File: config.mk
export PLATFORM = sky130hd
export DESIGN_NAME = fwr_recorder
export DESIGN_NICKNAME = d
export VERILOG_FILES = /design/src/core/fwr_fifo.v /design/src/core/fwr_recorder.v
export VERILOG_INCLUDE_DIRS = /design/src /design/src/core
export SDC_FILE = /design/constraint.sdc
export NUM_CORES = 1
export LEC_CHECK = 0
export ABC_CLOCK_PERIOD_IN_PS = 10900
export BUFFER_PORTS_ARGS = -buffer_cell sky130_fd_sc_hd__buf_2
export CAP_MARGIN = 10
export CORE_MARGIN = 2
export CORE_UTILIZATION = 39
export CTS_BUF_LIST = sky130_fd_sc_hd__clkbuf_4
export CTS_CLUSTER_SIZE = 28
export DETAILED_ROUTE_END_ITERATION = 8
export GPL_ROUTABILITY_DRIVEN = 0
export SYNTH_ARGS = -nofsm -noshare
export SYNTH_HDL_FRONTEND = slang
export SYNTH_SLANG_ARGS = --single-unit
File: constraint.sdc
create_clock -name clock_i -period 10.9 [get_ports clock_i]
set_clock_uncertainty 0.15 [all_clocks]
set_input_delay 0.545 -clock clock_i [delete_from_list [all_inputs] [get_ports clock_i]]
set_output_delay 0.545 -clock clock_i [all_outputs]
set_load 0.01 [all_outputs]
File: src/core/fwr_defs.vh
// Constants for the fault waveform recorder.
// Included by the recorder and its sample FIFO; definitions only.
`ifndef FWR_DEFS_VH
`define FWR_DEFS_VH

`define FWR_SAMPLE_W     16
`define FWR_WORD_W       18
`define FWR_TRIG_BIT     16
`define FWR_FAULT_BIT    17
`define FWR_FIFO_DEPTH   8
`define FWR_FIFO_AW      3

`define FWR_ADDR_W       15
`define FWR_LEN_W        13
`define FWR_SPS          13'd64
`define FWR_SPS_SHIFT    6

// Record-count codes and their record counts / lengths in cycles
`define FWR_CNT_6        2'h0
`define FWR_CNT_12       2'h1
`define FWR_CNT_24       2'h2
`define FWR_CNT_36       2'h3
`define FWR_RECS_6       6'h06
`define FWR_RECS_12      6'h0c
`define FWR_RECS_24      6'h18
`define FWR_RECS_36      6'h24
`define FWR_CYC_6        13'h0048
`define FWR_CYC_12       13'h0024
`define FWR_CYC_24       13'h0012
`define FWR_CYC_36       13'h000c

`define FWR_PRE_MIN      4'h1
`define FWR_PRE_MAX      4'h8
`define FWR_PCT_FULL     7'h64
`define FWR_PCT_HALF     20'h00032

`endif

File: src/core/fwr_fifo.v
// Sample FIFO between the front end and the record writer.
// Single clock; valid/ready on both sides, storage in flip-flops.
`timescale 1ns/1ps
`include "fwr_defs.vh"

module fwr_fifo #(
   parameter WIDTH = `FWR_WORD_W,
   parameter DEPTH = `FWR_FIFO_DEPTH,
   parameter AW    = `FWR_FIFO_AW
) (
   input  wire             clock_i,
   input  wire             sys_rst_i,
   input  wire [WIDTH-1:0] in_data_i,
   input  wire             in_valid_i,
   output wire             in_ready_o,
   output wire [WIDTH-1:0] out_data_o,
   output wire             out_valid_o,
   input  wire             out_ready_i
);
   reg [WIDTH-1:0] mem [0:DEPTH-1];
   reg [AW-1:0]    wr_ptr;
   reg [AW-1:0]    rd_ptr;
   reg [AW:0]      fill;
   wire            push;
   wire            pop;

   assign in_ready_o  = (fill != DEPTH[AW:0]);
   assign out_valid_o = (fill != {(AW+1){1'b0}});
   assign out_data_o  = mem[rd_ptr];
   assign push        = in_valid_i & in_ready_o;
   assign pop         = out_valid_o & out_ready_i;

   always @(posedge clock_i) begin
      if (push) begin
         mem[wr_ptr] <= in_data_i;
      end
   end

   always @(posedge clock_i or posedge sys_rst_i) begin
      if (sys_rst_i) begin
         wr_ptr <= {AW{1'b0}};
         rd_ptr <= {AW{1'b0}};
         fill   <= {(AW+1){1'b0}};
      end else begin
         if (push) begin
            wr_ptr <= (wr_ptr == DEPTH[AW-1:0] - 1'b1) ? {AW{1'b0}} : wr_ptr + 1'b1;
         end
         if (pop) begin
            rd_ptr <= (rd_ptr == DEPTH[AW-1:0] - 1'b1) ? {AW{1'b0}} : rd_ptr + 1'b1;
         end
         if (push & ~pop) begin
            fill <= fill + 1'b1;
         end else if (pop & ~push) begin
            fill <= fill - 1'b1;
         end
      end
   end
endmodule // fwr_fifo

File: src/core/fwr_recorder.v
// Fault waveform recorder: writes sample stream into slotted record memory.
// Assumes samples arrive synchronous to clock_i with trigger and fault flags
// aligned to each sample, and a record memory that takes one write per cycle.
`timescale 1ns/1ps
`include "fwr_defs.vh"

// Notes on behaviour
// - Keep at most the configured record count
// - When full, overwrite the oldest record
// - Length 72/36/18/12 cycles per count setting
// - Pre-trigger cycles settable 1 to 8
// - Post-trigger data fills rest of record
// - Split percentage 0 to 100
// - Split applies to post-trigger part only
// - Pre-trigger count independent of split
// - Long fault: split share from end
// - Short fault: contiguous record, no split
// - 64 samples per cycle
module fwr_recorder (
   input  wire                     clock_i,
   input  wire                     sys_rst_i,
   input  wire [1:0]               record_count_setting_i,
   input  wire [3:0]               pretrigger_cycles_i,
   input  wire [6:0]               split_percent_i,
   input  wire [`FWR_SAMPLE_W-1:0] sample_data_i,
   input  wire                     sample_valid_i,
   output wire                     sample_ready_o,
   input  wire                     event_trigger_i,
   input  wire                     fault_active_i,
   input  wire                     mem_ready_i,
   output reg                      mem_we_o,
   output reg  [`FWR_ADDR_W-1:0]   mem_addr_o,
   output reg  [`FWR_SAMPLE_W-1:0] mem_data_o,
   output reg                      record_done_o,
   output reg  [5:0]               done_slot_o,
   output reg  [`FWR_LEN_W-1:0]    done_pre_start_o,
   output reg  [`FWR_LEN_W-1:0]    done_tail_start_o,
   output reg                      done_split_o,
   output reg  [5:0]               records_stored_o,
   output wire                     recording_o
);
   localparam ST_PRE  = 1'b0;
   localparam ST_POST = 1'b1;

   // ----------------------------------------------------------------
   // Sample path
   // ----------------------------------------------------------------
   wire [`FWR_WORD_W-1:0] fifo_out;
   wire                   fifo_valid;
   wire                   take;

   fwr_fifo #(
      .WIDTH (`FWR_WORD_W),
      .DEPTH (`FWR_FIFO_DEPTH),
      .AW    (`FWR_FIFO_AW)
   ) u_fifo (
      .clock_i     (clock_i),
      .sys_rst_i   (sys_rst_i),
      .in_data_i   ({fault_active_i, event_trigger_i, sample_data_i}),
      .in_valid_i  (sample_valid_i),
      .in_ready_o  (sample_ready_o),
      .out_data_o  (fifo_out),
      .out_valid_o (fifo_valid),
      .out_ready_i (mem_ready_i)
   );

   // A stalled memory stalls the FIFO, which stalls the front end
   assign take = fifo_valid & mem_ready_i;

   // ----------------------------------------------------------------
   // Settings decode
   // ----------------------------------------------------------------
   reg                    state;
   reg [1:0]              cnt_code;
   reg [5:0]              num_recs;
   reg [`FWR_LEN_W-1:0]   rec_cyc;
   reg [3:0]              pre_cyc;
   reg [6:0]              pct;
   reg [`FWR_LEN_W-1:0]   pre_len;
   reg [`FWR_LEN_W-1:0]   post_len;
   reg [`FWR_LEN_W-1:0]   tail_len;
   reg [`FWR_LEN_W-1:0]   head_len;
   reg [19:0]             tail_prod;

   always @* begin
      case (record_count_setting_i)
         `FWR_CNT_6: begin
            num_recs = `FWR_RECS_6;
            rec_cyc  = `FWR_CYC_6;
         end
         `FWR_CNT_12: begin
            num_recs = `FWR_RECS_12;
            rec_cyc  = `FWR_CYC_12;
         end
         `FWR_CNT_24: begin
            num_recs = `FWR_RECS_24;
            rec_cyc  = `FWR_CYC_24;
         end
         default: begin
            num_recs = `FWR_RECS_36;
            rec_cyc  = `FWR_CYC_36;
         end
      endcase
      if (pretrigger_cycles_i < `FWR_PRE_MIN) begin
         pre_cyc = `FWR_PRE_MIN;
      end else if (pretrigger_cycles_i > `FWR_PRE_MAX) begin
         pre_cyc = `FWR_PRE_MAX;
      end else begin
         pre_cyc = pretrigger_cycles_i;
      end
      pct = (split_percent_i > `FWR_PCT_FULL) ? `FWR_PCT_FULL : split_percent_i;
      pre_len  = {{(`FWR_LEN_W-4){1'b0}}, pre_cyc} << `FWR_SPS_SHIFT;
      post_len = (rec_cyc << `FWR_SPS_SHIFT) - pre_len;
      // End share rounded, from post part only
      tail_prod = ({7'h00, post_len} * {13'h0000, pct} + `FWR_PCT_HALF) / {13'h0000, `FWR_PCT_FULL};
      tail_len  = tail_prod[`FWR_LEN_W-1:0];
      head_len  = post_len - tail_len;
   end

   // ----------------------------------------------------------------
   // Record writer
   // ----------------------------------------------------------------
   reg [5:0]            slot;
   reg [`FWR_LEN_W-1:0] pre_idx;
   reg [`FWR_LEN_W-1:0] post_n;
   reg [`FWR_LEN_W-1:0] tail_idx;
   reg                  wrapped;
   reg [`FWR_LEN_W-1:0] l_pre;
   reg [`FWR_LEN_W-1:0] l_post;
   reg [`FWR_LEN_W-1:0] l_head;
   reg [`FWR_LEN_W-1:0] l_tail;
   reg [`FWR_LEN_W-1:0] l_rlen;
   reg [`FWR_LEN_W-1:0] l_tstart;
   reg [1:0]            seen_code;
   reg [`FWR_LEN_W-1:0] offset;
   reg [`FWR_LEN_W-1:0] next_post_n;
   reg [`FWR_LEN_W-1:0] next_tail_idx;
   reg                  finish;
   wire                 trig;
   wire                 fault;
   wire [20:0]          base_full;
   wire                 over_len;

   assign trig        = fifo_out[`FWR_TRIG_BIT];
   assign fault       = fifo_out[`FWR_FAULT_BIT];
   assign recording_o = (state == ST_POST);
   assign base_full   = {15'h0000, slot} * {8'h00, l_rlen};
   // A sample past the post length can only land on the tail ring
   assign over_len    = (post_n == l_post);

   always @* begin
      next_post_n   = post_n;
      next_tail_idx = tail_idx;
      offset        = pre_idx;
      finish        = 1'b0;
      // The trigger sample is post sample zero, so it lands at offset pre
      if ((state == ST_POST) || trig) begin
         // Head then tail are contiguous until the tail ring wraps
         if (post_n < l_head) begin
            offset = l_pre + post_n;
         end else begin
            offset        = l_pre + l_head + tail_idx;
            next_tail_idx = (tail_idx + 1'b1 == l_tail) ? {`FWR_LEN_W{1'b0}} : tail_idx + 1'b1;
         end
         next_post_n = (post_n == l_post) ? post_n : post_n + 1'b1;
         // With no tail room a long fault simply stops at full length
         finish = (next_post_n == l_post) & (~fault | (l_tail == {`FWR_LEN_W{1'b0}}));
      end
   end

   always @(posedge clock_i or posedge sys_rst_i) begin
      if (sys_rst_i) begin
         state             <= ST_PRE;
         slot              <= 6'h00;
         pre_idx           <= {`FWR_LEN_W{1'b0}};
         post_n            <= {`FWR_LEN_W{1'b0}};
         tail_idx          <= {`FWR_LEN_W{1'b0}};
         wrapped           <= 1'b0;
         l_pre             <= `FWR_SPS;
         l_post            <= `FWR_SPS;
         l_head            <= {`FWR_LEN_W{1'b0}};
         l_tail            <= {`FWR_LEN_W{1'b0}};
         l_rlen            <= `FWR_SPS;
         l_tstart          <= {`FWR_LEN_W{1'b0}};
         seen_code         <= `FWR_CNT_6;
         cnt_code          <= `FWR_CNT_6;
         records_stored_o  <= 6'h00;
         mem_we_o          <= 1'b0;
         mem_addr_o        <= {`FWR_ADDR_W{1'b0}};
         mem_data_o        <= {`FWR_SAMPLE_W{1'b0}};
         record_done_o     <= 1'b0;
         done_slot_o       <= 6'h00;
         done_pre_start_o  <= {`FWR_LEN_W{1'b0}};
         done_tail_start_o <= {`FWR_LEN_W{1'b0}};
         done_split_o      <= 1'b0;
      end else begin
         mem_we_o      <= take;
         record_done_o <= 1'b0;
         if (take) begin
            mem_addr_o <= base_full[`FWR_ADDR_W-1:0] + {2'b00, offset};
            mem_data_o <= fifo_out[`FWR_SAMPLE_W-1:0];
         end
         cnt_code <= record_count_setting_i;
         case (state)
            ST_PRE: begin
               // Pre length latched apart from split
               l_pre  <= pre_len;
               l_post <= post_len;
               l_head <= head_len;
               l_tail <= tail_len;
               l_rlen <= rec_cyc << `FWR_SPS_SHIFT;
               // Memory layout changes with the count, so old records are dropped
               if (cnt_code != seen_code) begin
                  seen_code        <= cnt_code;
                  slot             <= 6'h00;
                  records_stored_o <= 6'h00;
                  pre_idx          <= {`FWR_LEN_W{1'b0}};
               end else if (take) begin
                  if (trig) begin
                     state    <= ST_POST;
                     l_tstart <= pre_idx;
                     post_n   <= next_post_n;
                     tail_idx <= next_tail_idx;
                     wrapped  <= 1'b0;
                  end else begin
                     pre_idx <= (pre_idx + 1'b1 >= l_pre) ? {`FWR_LEN_W{1'b0}} : pre_idx + 1'b1;
                  end
               end
            end
            ST_POST: begin
               if (take) begin
                  post_n   <= next_post_n;
                  tail_idx <= next_tail_idx;
                  // Tail ring overwrote its oldest samples
                  if (over_len) begin
                     wrapped <= 1'b1;
                  end
                  if (finish) begin
                     state             <= ST_PRE;
                     pre_idx           <= {`FWR_LEN_W{1'b0}};
                     post_n            <= {`FWR_LEN_W{1'b0}};
                     tail_idx          <= {`FWR_LEN_W{1'b0}};
                     record_done_o     <= 1'b1;
                     done_slot_o       <= slot;
                     done_pre_start_o  <= l_tstart;
                     done_tail_start_o <= (wrapped | over_len) ? next_tail_idx : {`FWR_LEN_W{1'b0}};
                     done_split_o      <= wrapped | over_len;
                     slot <= (slot + 1'b1 == num_recs) ? 6'h00 : slot + 1'b1;
                     if (records_stored_o != num_recs) begin
                        records_stored_o <= records_stored_o + 1'b1;
                     end
                  end
               end
            end
            default: begin
               state <= ST_PRE;
            end
         endcase
      end
   end
endmodule // fwr_recorder

-- After elaboration in Yosys (flattened, before gate mapping)
Memories as Yosys holds them, arrays and structs flattened.
Index checks and enable logic that the tools add are counted.
- $add $sub $neg: 16
- magnitude comparators: 5
- bitwise gates (word level): 12
- divide/modulo/power cells: 1
- equal/unequal tests: 21
- mux-type cells: 63
- $mul: 2
- reduce and logical (&&, ||, !) cells: 13
- operator list (operator ; number):
    $mux W13 ; 24
    $pmux W13 S2 ; 3
    $mux W6 ; 7
    $add A13 B1 Y13 const B ; 3
    $eq A13 B13 Y1 ; 3
    $add A10 B13 Y13 ; 2
    $pmux W6 S2 ; 2
    $pmux W7 S3 ; 1
    $add A20 B6 Y20 const B ; 1
    $div A20 B7 Y20 const B ; 1
    $mul A13 B7 Y20 ; 1
    $pmux W6 S3 ; 1
    $mux W1 ; 16
    $mux W4 ; 4
    $reduce_and A4 Y1 ; 4
    $add A15 B13 Y15 ; 1
    $add A13 B13 Y13 ; 1
    $ge A13 B10 Y1 ; 1
    $logic_not A13 Y1 ; 1
    $lt A13 B13 Y1 ; 1
    $sub A13 B10 Y13 ; 1
    $sub A13 B13 Y13 ; 1
    $add A6 B1 Y6 const B ; 2
    $ne A2 B2 Y1 const B ; 5
    29 further kinds ; 46
- output and inout port bits: 74
- input port bits: 35
- memories: 1
- register bits: 196
- memory bits (writable): 144
- memory list (name ; words ; bits a word ; read ports ; clocked after memory_dff ; write ports ; line ; text):
    u_fifo.mem ; 8 ; 18 ; 1 ; 0 ; 1 ; fwr_fifo.v:20 ; reg [WIDTH-1:0] mem [0:DEPTH-1];

-- Depth between registers and ports, before layout
- depth after elaboration: 9
- mapped depth: 67
- depth with buffers taken out: 63

-- Modules after synthesis
A second synthesis with hierarchy kept.
- cell total of the unflattened synthesis: 2279
- area total of the unflattened synthesis: 23176.0 sq um
- modules (own cells, without submodules) (module ; instances ; area an instance (sq um) ; cells an instance):
    fwr_recorder ; 1 ; 16946.3 ; 2004
    fwr_fifo ; 1 ; 6229.7 ; 275

-- Least setup slack after synthesis
No wires, ideal clock.
- kind: input to register
- start point: input port record_count_setting_i[0]
- end point: register l_head[9]
- path buffers: 5
- stages on the path: 63
- library setup time: 0.152 ns
- path slack: -4.351 ns
- required time: 10.598 ns
- arrival time: 14.948 ns
- path through: inv_1 ha_1 clkbuf_1 inv_1 fa_1 nor2b_1 o21ai_0 nand2b_1 nor2_1 xnor2_1 nor2_1 fa_1 fa_1 fa_1 inv_1 fa_1 inv_1 ha_1 [... 27 more ...] and4_4 o31ai_1 o31ai_1 ha_1 or2_2 mux2i_1 a31oi_1 or2_1 buf_2 o2111a_1 o211ai_1 nor3_4 ha_1 nor3_1 mux2i_2 a41oi_2 a2111oi_0 a221oi_1
- word-level cells in the longest chain between the ends: 7
- RTL lines (what ; line ; text):
    start: declaration ; fwr_recorder.v:22 ; input wire [1:0] record_count_setting_i,
    $eq A2 B2 Y1 (tied with other cells) ; fwr_recorder.v:86 ; case (record_count_setting_i)
    $pmux W7 S3 (*) ; fwr_recorder.v:86 ;
    $sub A13 B10 Y13 (*) ; fwr_recorder.v:113 ; post_len = (rec_cyc << `FWR_SPS_SHIFT) - pre_len;
    $mul A13 B7 Y20 ; fwr_recorder.v:115 ; tail_prod = ({7'h00, post_len} * {13'h0000, pct} + `FWR_PCT_HALF) / {13'h0000, `FWR_PCT_FULL};
    $add A20 B6 Y20 (no line) ; -- ;
    $div A20 B7 Y20 ; fwr_recorder.v:115 ;
    $sub A13 B13 Y13 (*) ; fwr_recorder.v:117 ; head_len = post_len - tail_len;
    end signal: assignment ; fwr_recorder.v:181 ; l_head <= {`FWR_LEN_W{1'b0}};
    end signal: assignment ; fwr_recorder.v:209 ; l_head <= head_len;
    end: declaration ; fwr_recorder.v:130 ; reg [`FWR_LEN_W-1:0] l_head;
Every way passes the cells marked *; elsewhere a longest branch is shown, timed or not.
A chain may end at the register's enable or synchronous reset.

-- Final worst setup path
- start point: input port record_count_setting_i[0]
- end point: register l_head[11]
Same word-level chain as after synthesis.

==> impl_metrics.env <==
export IMPL_run_status="finished, violations left"
export IMPL_violations_in_the_final_reports="setup timing"
export IMPL_avgViaCountPerCell=5.30
export IMPL_fp_coreArea_sq_um=56500
export IMPL_finalCritPeriodShare=1.25
export IMPL_mappedNetlistNets=2425
export IMPL_timing_critical_path_to_type="flip-flop"
export IMPL_grt_max_degree=112
export IMPL_path_class="in -> reg"
export IMPL_io_pin_count=109
export IMPL_setup_repair_after_global_routing_missed_its_margin="yes"
export IMPL_slew_headroom=0.303
export IMPL_drv_cap=0
export IMPL_drt_total_wl_um=60600
export IMPL_start_util=0.395
export IMPL_clock_sinks=331
export IMPL_worstSetupStartpointType="primary input"
export IMPL_areaGrowthSynthToFinish_pct=30.3
export IMPL_synth_edf_count=144
export IMPL_hold_viol_final=0
export IMPL_grt_util_all_layers=0.205
export IMPL_drt_pass1_iterations=5
export IMPL_crit_slowest_cell="sky130_fd_sc_hd__fa_1"
export IMPL_drive_gt1_frac=0.334
export IMPL_ys_types=121
export IMPL_post_synth_cell_area_avg_sq_um=10.1
export IMPL_num_nets_final=2946
export IMPL_synth_ff_type="sky130_fd_sc_hd__dfrtp_1"
export IMPL_gate_count_post_synth=2213
export IMPL_critical_path_max_stage_delay_ns=0.55
export IMPL_final_cell_count_no_fill=3565
export IMPL_ys_async_sr_fraction=0.565
export IMPL_rows=87
export IMPL_final_setup_worst_slack_ns=-2.72
export IMPL_grt_pass1_wl_um=98700
export IMPL_final_fill_count=5076
export IMPL_die_h_um=243
export IMPL_port_buffers=108
export IMPL_ff2ff_path_depth=32
export IMPL_synth_warnings=0
export IMPL_clkTransAtPathRegs_ns=0.07
export IMPL_fmaxAchievable_mhz=73.4
export IMPL_period_minus_slack_ns=13.62
export IMPL_synth_seq_cells=331
export IMPL_min_path_cells=4
export IMPL_worst_pin_slew_ns=1.05
export IMPL_grt_remaining_overflow=0
export IMPL_violation_count_after_the_first_detailed_routing_iteration=1112
export IMPL_post_place_cells=3311
export IMPL_worst_skew_pair_late_latency_ns=0.85
export IMPL_worst_path_max_fanout=10
export IMPL_fp_dieArea_sq_um=59200
export IMPL_tritoncts_clock_tree="done"
export IMPL_drc_errors=0
export IMPL_ctsHtreeMaxLevel=3
export IMPL_hold_path_class="in -> reg"
export IMPL_timing_critical_path_arrival_ns=14.15
export IMPL_total_setup_violations_reported_at_the_end_of_the_flow=17
export IMPL_antenna_left=0
export IMPL_synth_cell_area_sq_um=22300
export IMPL_synth_sequential_area_ratio=0.403
export IMPL_die_x_um=243
export IMPL_average_wire_length_per_cell_after_detail_routing_um=17.0
export IMPL_clockRootBuffer="sky130_fd_sc_hd__clkbuf_4"
export IMPL_grt_antenna_before_repair=4
export IMPL_most_common_library_cell_in_the_layout_ignoring_fill_and_taps="sky130_fd_sc_hd__buf_4"
export IMPL_numCtsBuffers=88
export IMPL_crit_required_ns=11.43
export IMPL_timing_max_transition_violations_final=0
export IMPL_route_vias_total=18900
export IMPL_clock_tree_buffer_depth=3
export IMPL_number_of_global_route_vias_before_repair=18900
export IMPL_final_cell_mix="369 x sky130_fd_sc_hd__buf_4, 279 x sky130_fd_sc_hd__nand2_1, 183 x sky130_fd_sc_hd__dfrtp_1"
export IMPL_dp_final_hpwl_um=42900
per-stage QoR:
| stage | cell area, sq um | hold WS [ns] | setup WS (ns) | utilization | setup TNS (ns) |
|---|---|---|---|---|---|
| 3_5_place_dp | 26600 | 0.301 | -3.88 | 0.471 | -57.10 |
| 3_3_place_gp | 26600 | 0.295 | -3.61 | 0.471 | -52.48 |
| 6_report | 29100 | 0.127 | -2.72 | 0.515 | -37.99 |
| 2_1_floorplan | 23000 | 0.283 | -3.13 | - | -43.10 |
| 4_1_cts | 28800 | 0.0157 | -2.43 | 0.509 | -33.47 |
| 5_1_grt | 29100 | 0.0564 | -3.26 | 0.515 | -46.44 |
path summary, 6_finish.rpt:
check,slack [ns],start,endpoint
min reg2reg,0.31,l_tstart[2],done_pre_start_o[2]
max in group asynchronous,8.73,sys_rst_i,mem_data_o[13]
max,-2.72,record_count_setting_i[0],l_head[11]
max reg2reg,5.31,post_n[1],mem_addr_o[14]
min in group asynchronous,0.27,sys_rst_i,done_split_o
min,0.13,record_count_setting_i[0],l_rlen[8]
state kept, by name, indices dropped and copies added, names as in the netlist, 13 cells and up:
| signal | cells |
|---|---|
| tail_idx | 13 |
| mem_addr_o | 15 |
| done_pre_start_o | 13 |
| mem_data_o | 16 |
| l_head | 13 |
| done_tail_start_o | 13 |
| l_tstart | 13 |
| post_n | 13 |
| u_fifo.mem | 144 |
| pre_idx | 13 |
cells in the mapped netlist, types with 36 or more instances:
library cell | n | area (sq um)
sky130_fd_sc_hd__dfrtp_1 | 185 | 4630
sky130_fd_sc_hd__nand3_1 | 48 | 240
sky130_fd_sc_hd__mux4_2 | 36 | 811
sky130_fd_sc_hd__inv_1 | 127 | 477
sky130_fd_sc_hd__ha_1 | 126 | 1580
sky130_fd_sc_hd__and3_1 | 38 | 238
sky130_fd_sc_hd__mux2i_1 | 36 | 360
sky130_fd_sc_hd__xor2_1 | 45 | 394
sky130_fd_sc_hd__xnor2_1 | 80 | 701
sky130_fd_sc_hd__nor2_1 | 155 | 582
sky130_fd_sc_hd__o21ai_0 | 162 | 811
sky130_fd_sc_hd__a21oi_1 | 85 | 425
sky130_fd_sc_hd__mux2_2 | 38 | 428
sky130_fd_sc_hd__edfxtp_1 | 144 | 4320
sky130_fd_sc_hd__nor3_1 | 46 | 230
sky130_fd_sc_hd__nand2_1 | 286 | 1070
sky130_fd_sc_hd__fa_1 | 51 | 1020
sky130_fd_sc_hd__clkbuf_1 | 64 | 240
kinds of logic after synthesis:
kind of cell	Yosys count	share of synthesized area
buffers and inverters	219	0.0387
DFF	331	0.403
adders and majority gates	179	0.117
xor gates and xnor gates	128	0.0522
AOI/OAI and AO/OA	510	0.158
muxes	114	0.0745
and+or+nand+nor	732	0.156
layer usage:
metal	vias up	part of all wire	track usage
met2	492	0.49	0.346
met1	9182	0.44	0.266
met5	-	0	0
met3	112	0.048	0.0348
met4	0	0.025	0.0680
li1	9099	-	-
repair_timing:
| action | CTS | global route |
|---|---|---|
| pin swaps | 75 | 29 |
| hold endpoints to repair | 257 | 0 |
| hold buffers | 23 | 0 |
| gates resized for setup | 91 | 33 |
| setup buffers | 49 | 20 |
| setup endpoints to repair | 17 | 17 |
worst max-delay path, delay by kind of cell:
family	cells	cell delay, ns
AOI/OAI and AO/OA	19	4.00
xor gates and xnor gates	1	0.14
adders and majority gates	10	3.57
buffers and inverters	10	1.05
muxes	2	0.42
and+or+nand+nor	22	4.37
area by class of cell:
class	instances	area, sq um	share of cell area
Multi-Input combinational cell	1663	13600	0.468
Sequential cell	331	9010	0.309
Timing Repair Buffer	517	3800	0.131
Clock buffer	132	991	0.0340
Tap cell	756	946	0.0325
Inverter	133	543	0.0187
Clock inverter	30	180	0.00619
Antenna cell	3	7.51	0.000258
Power is left out: the tool's default activity adds up to more than one toggle a clock period on the data nets, which glitch-free logic cannot reach.
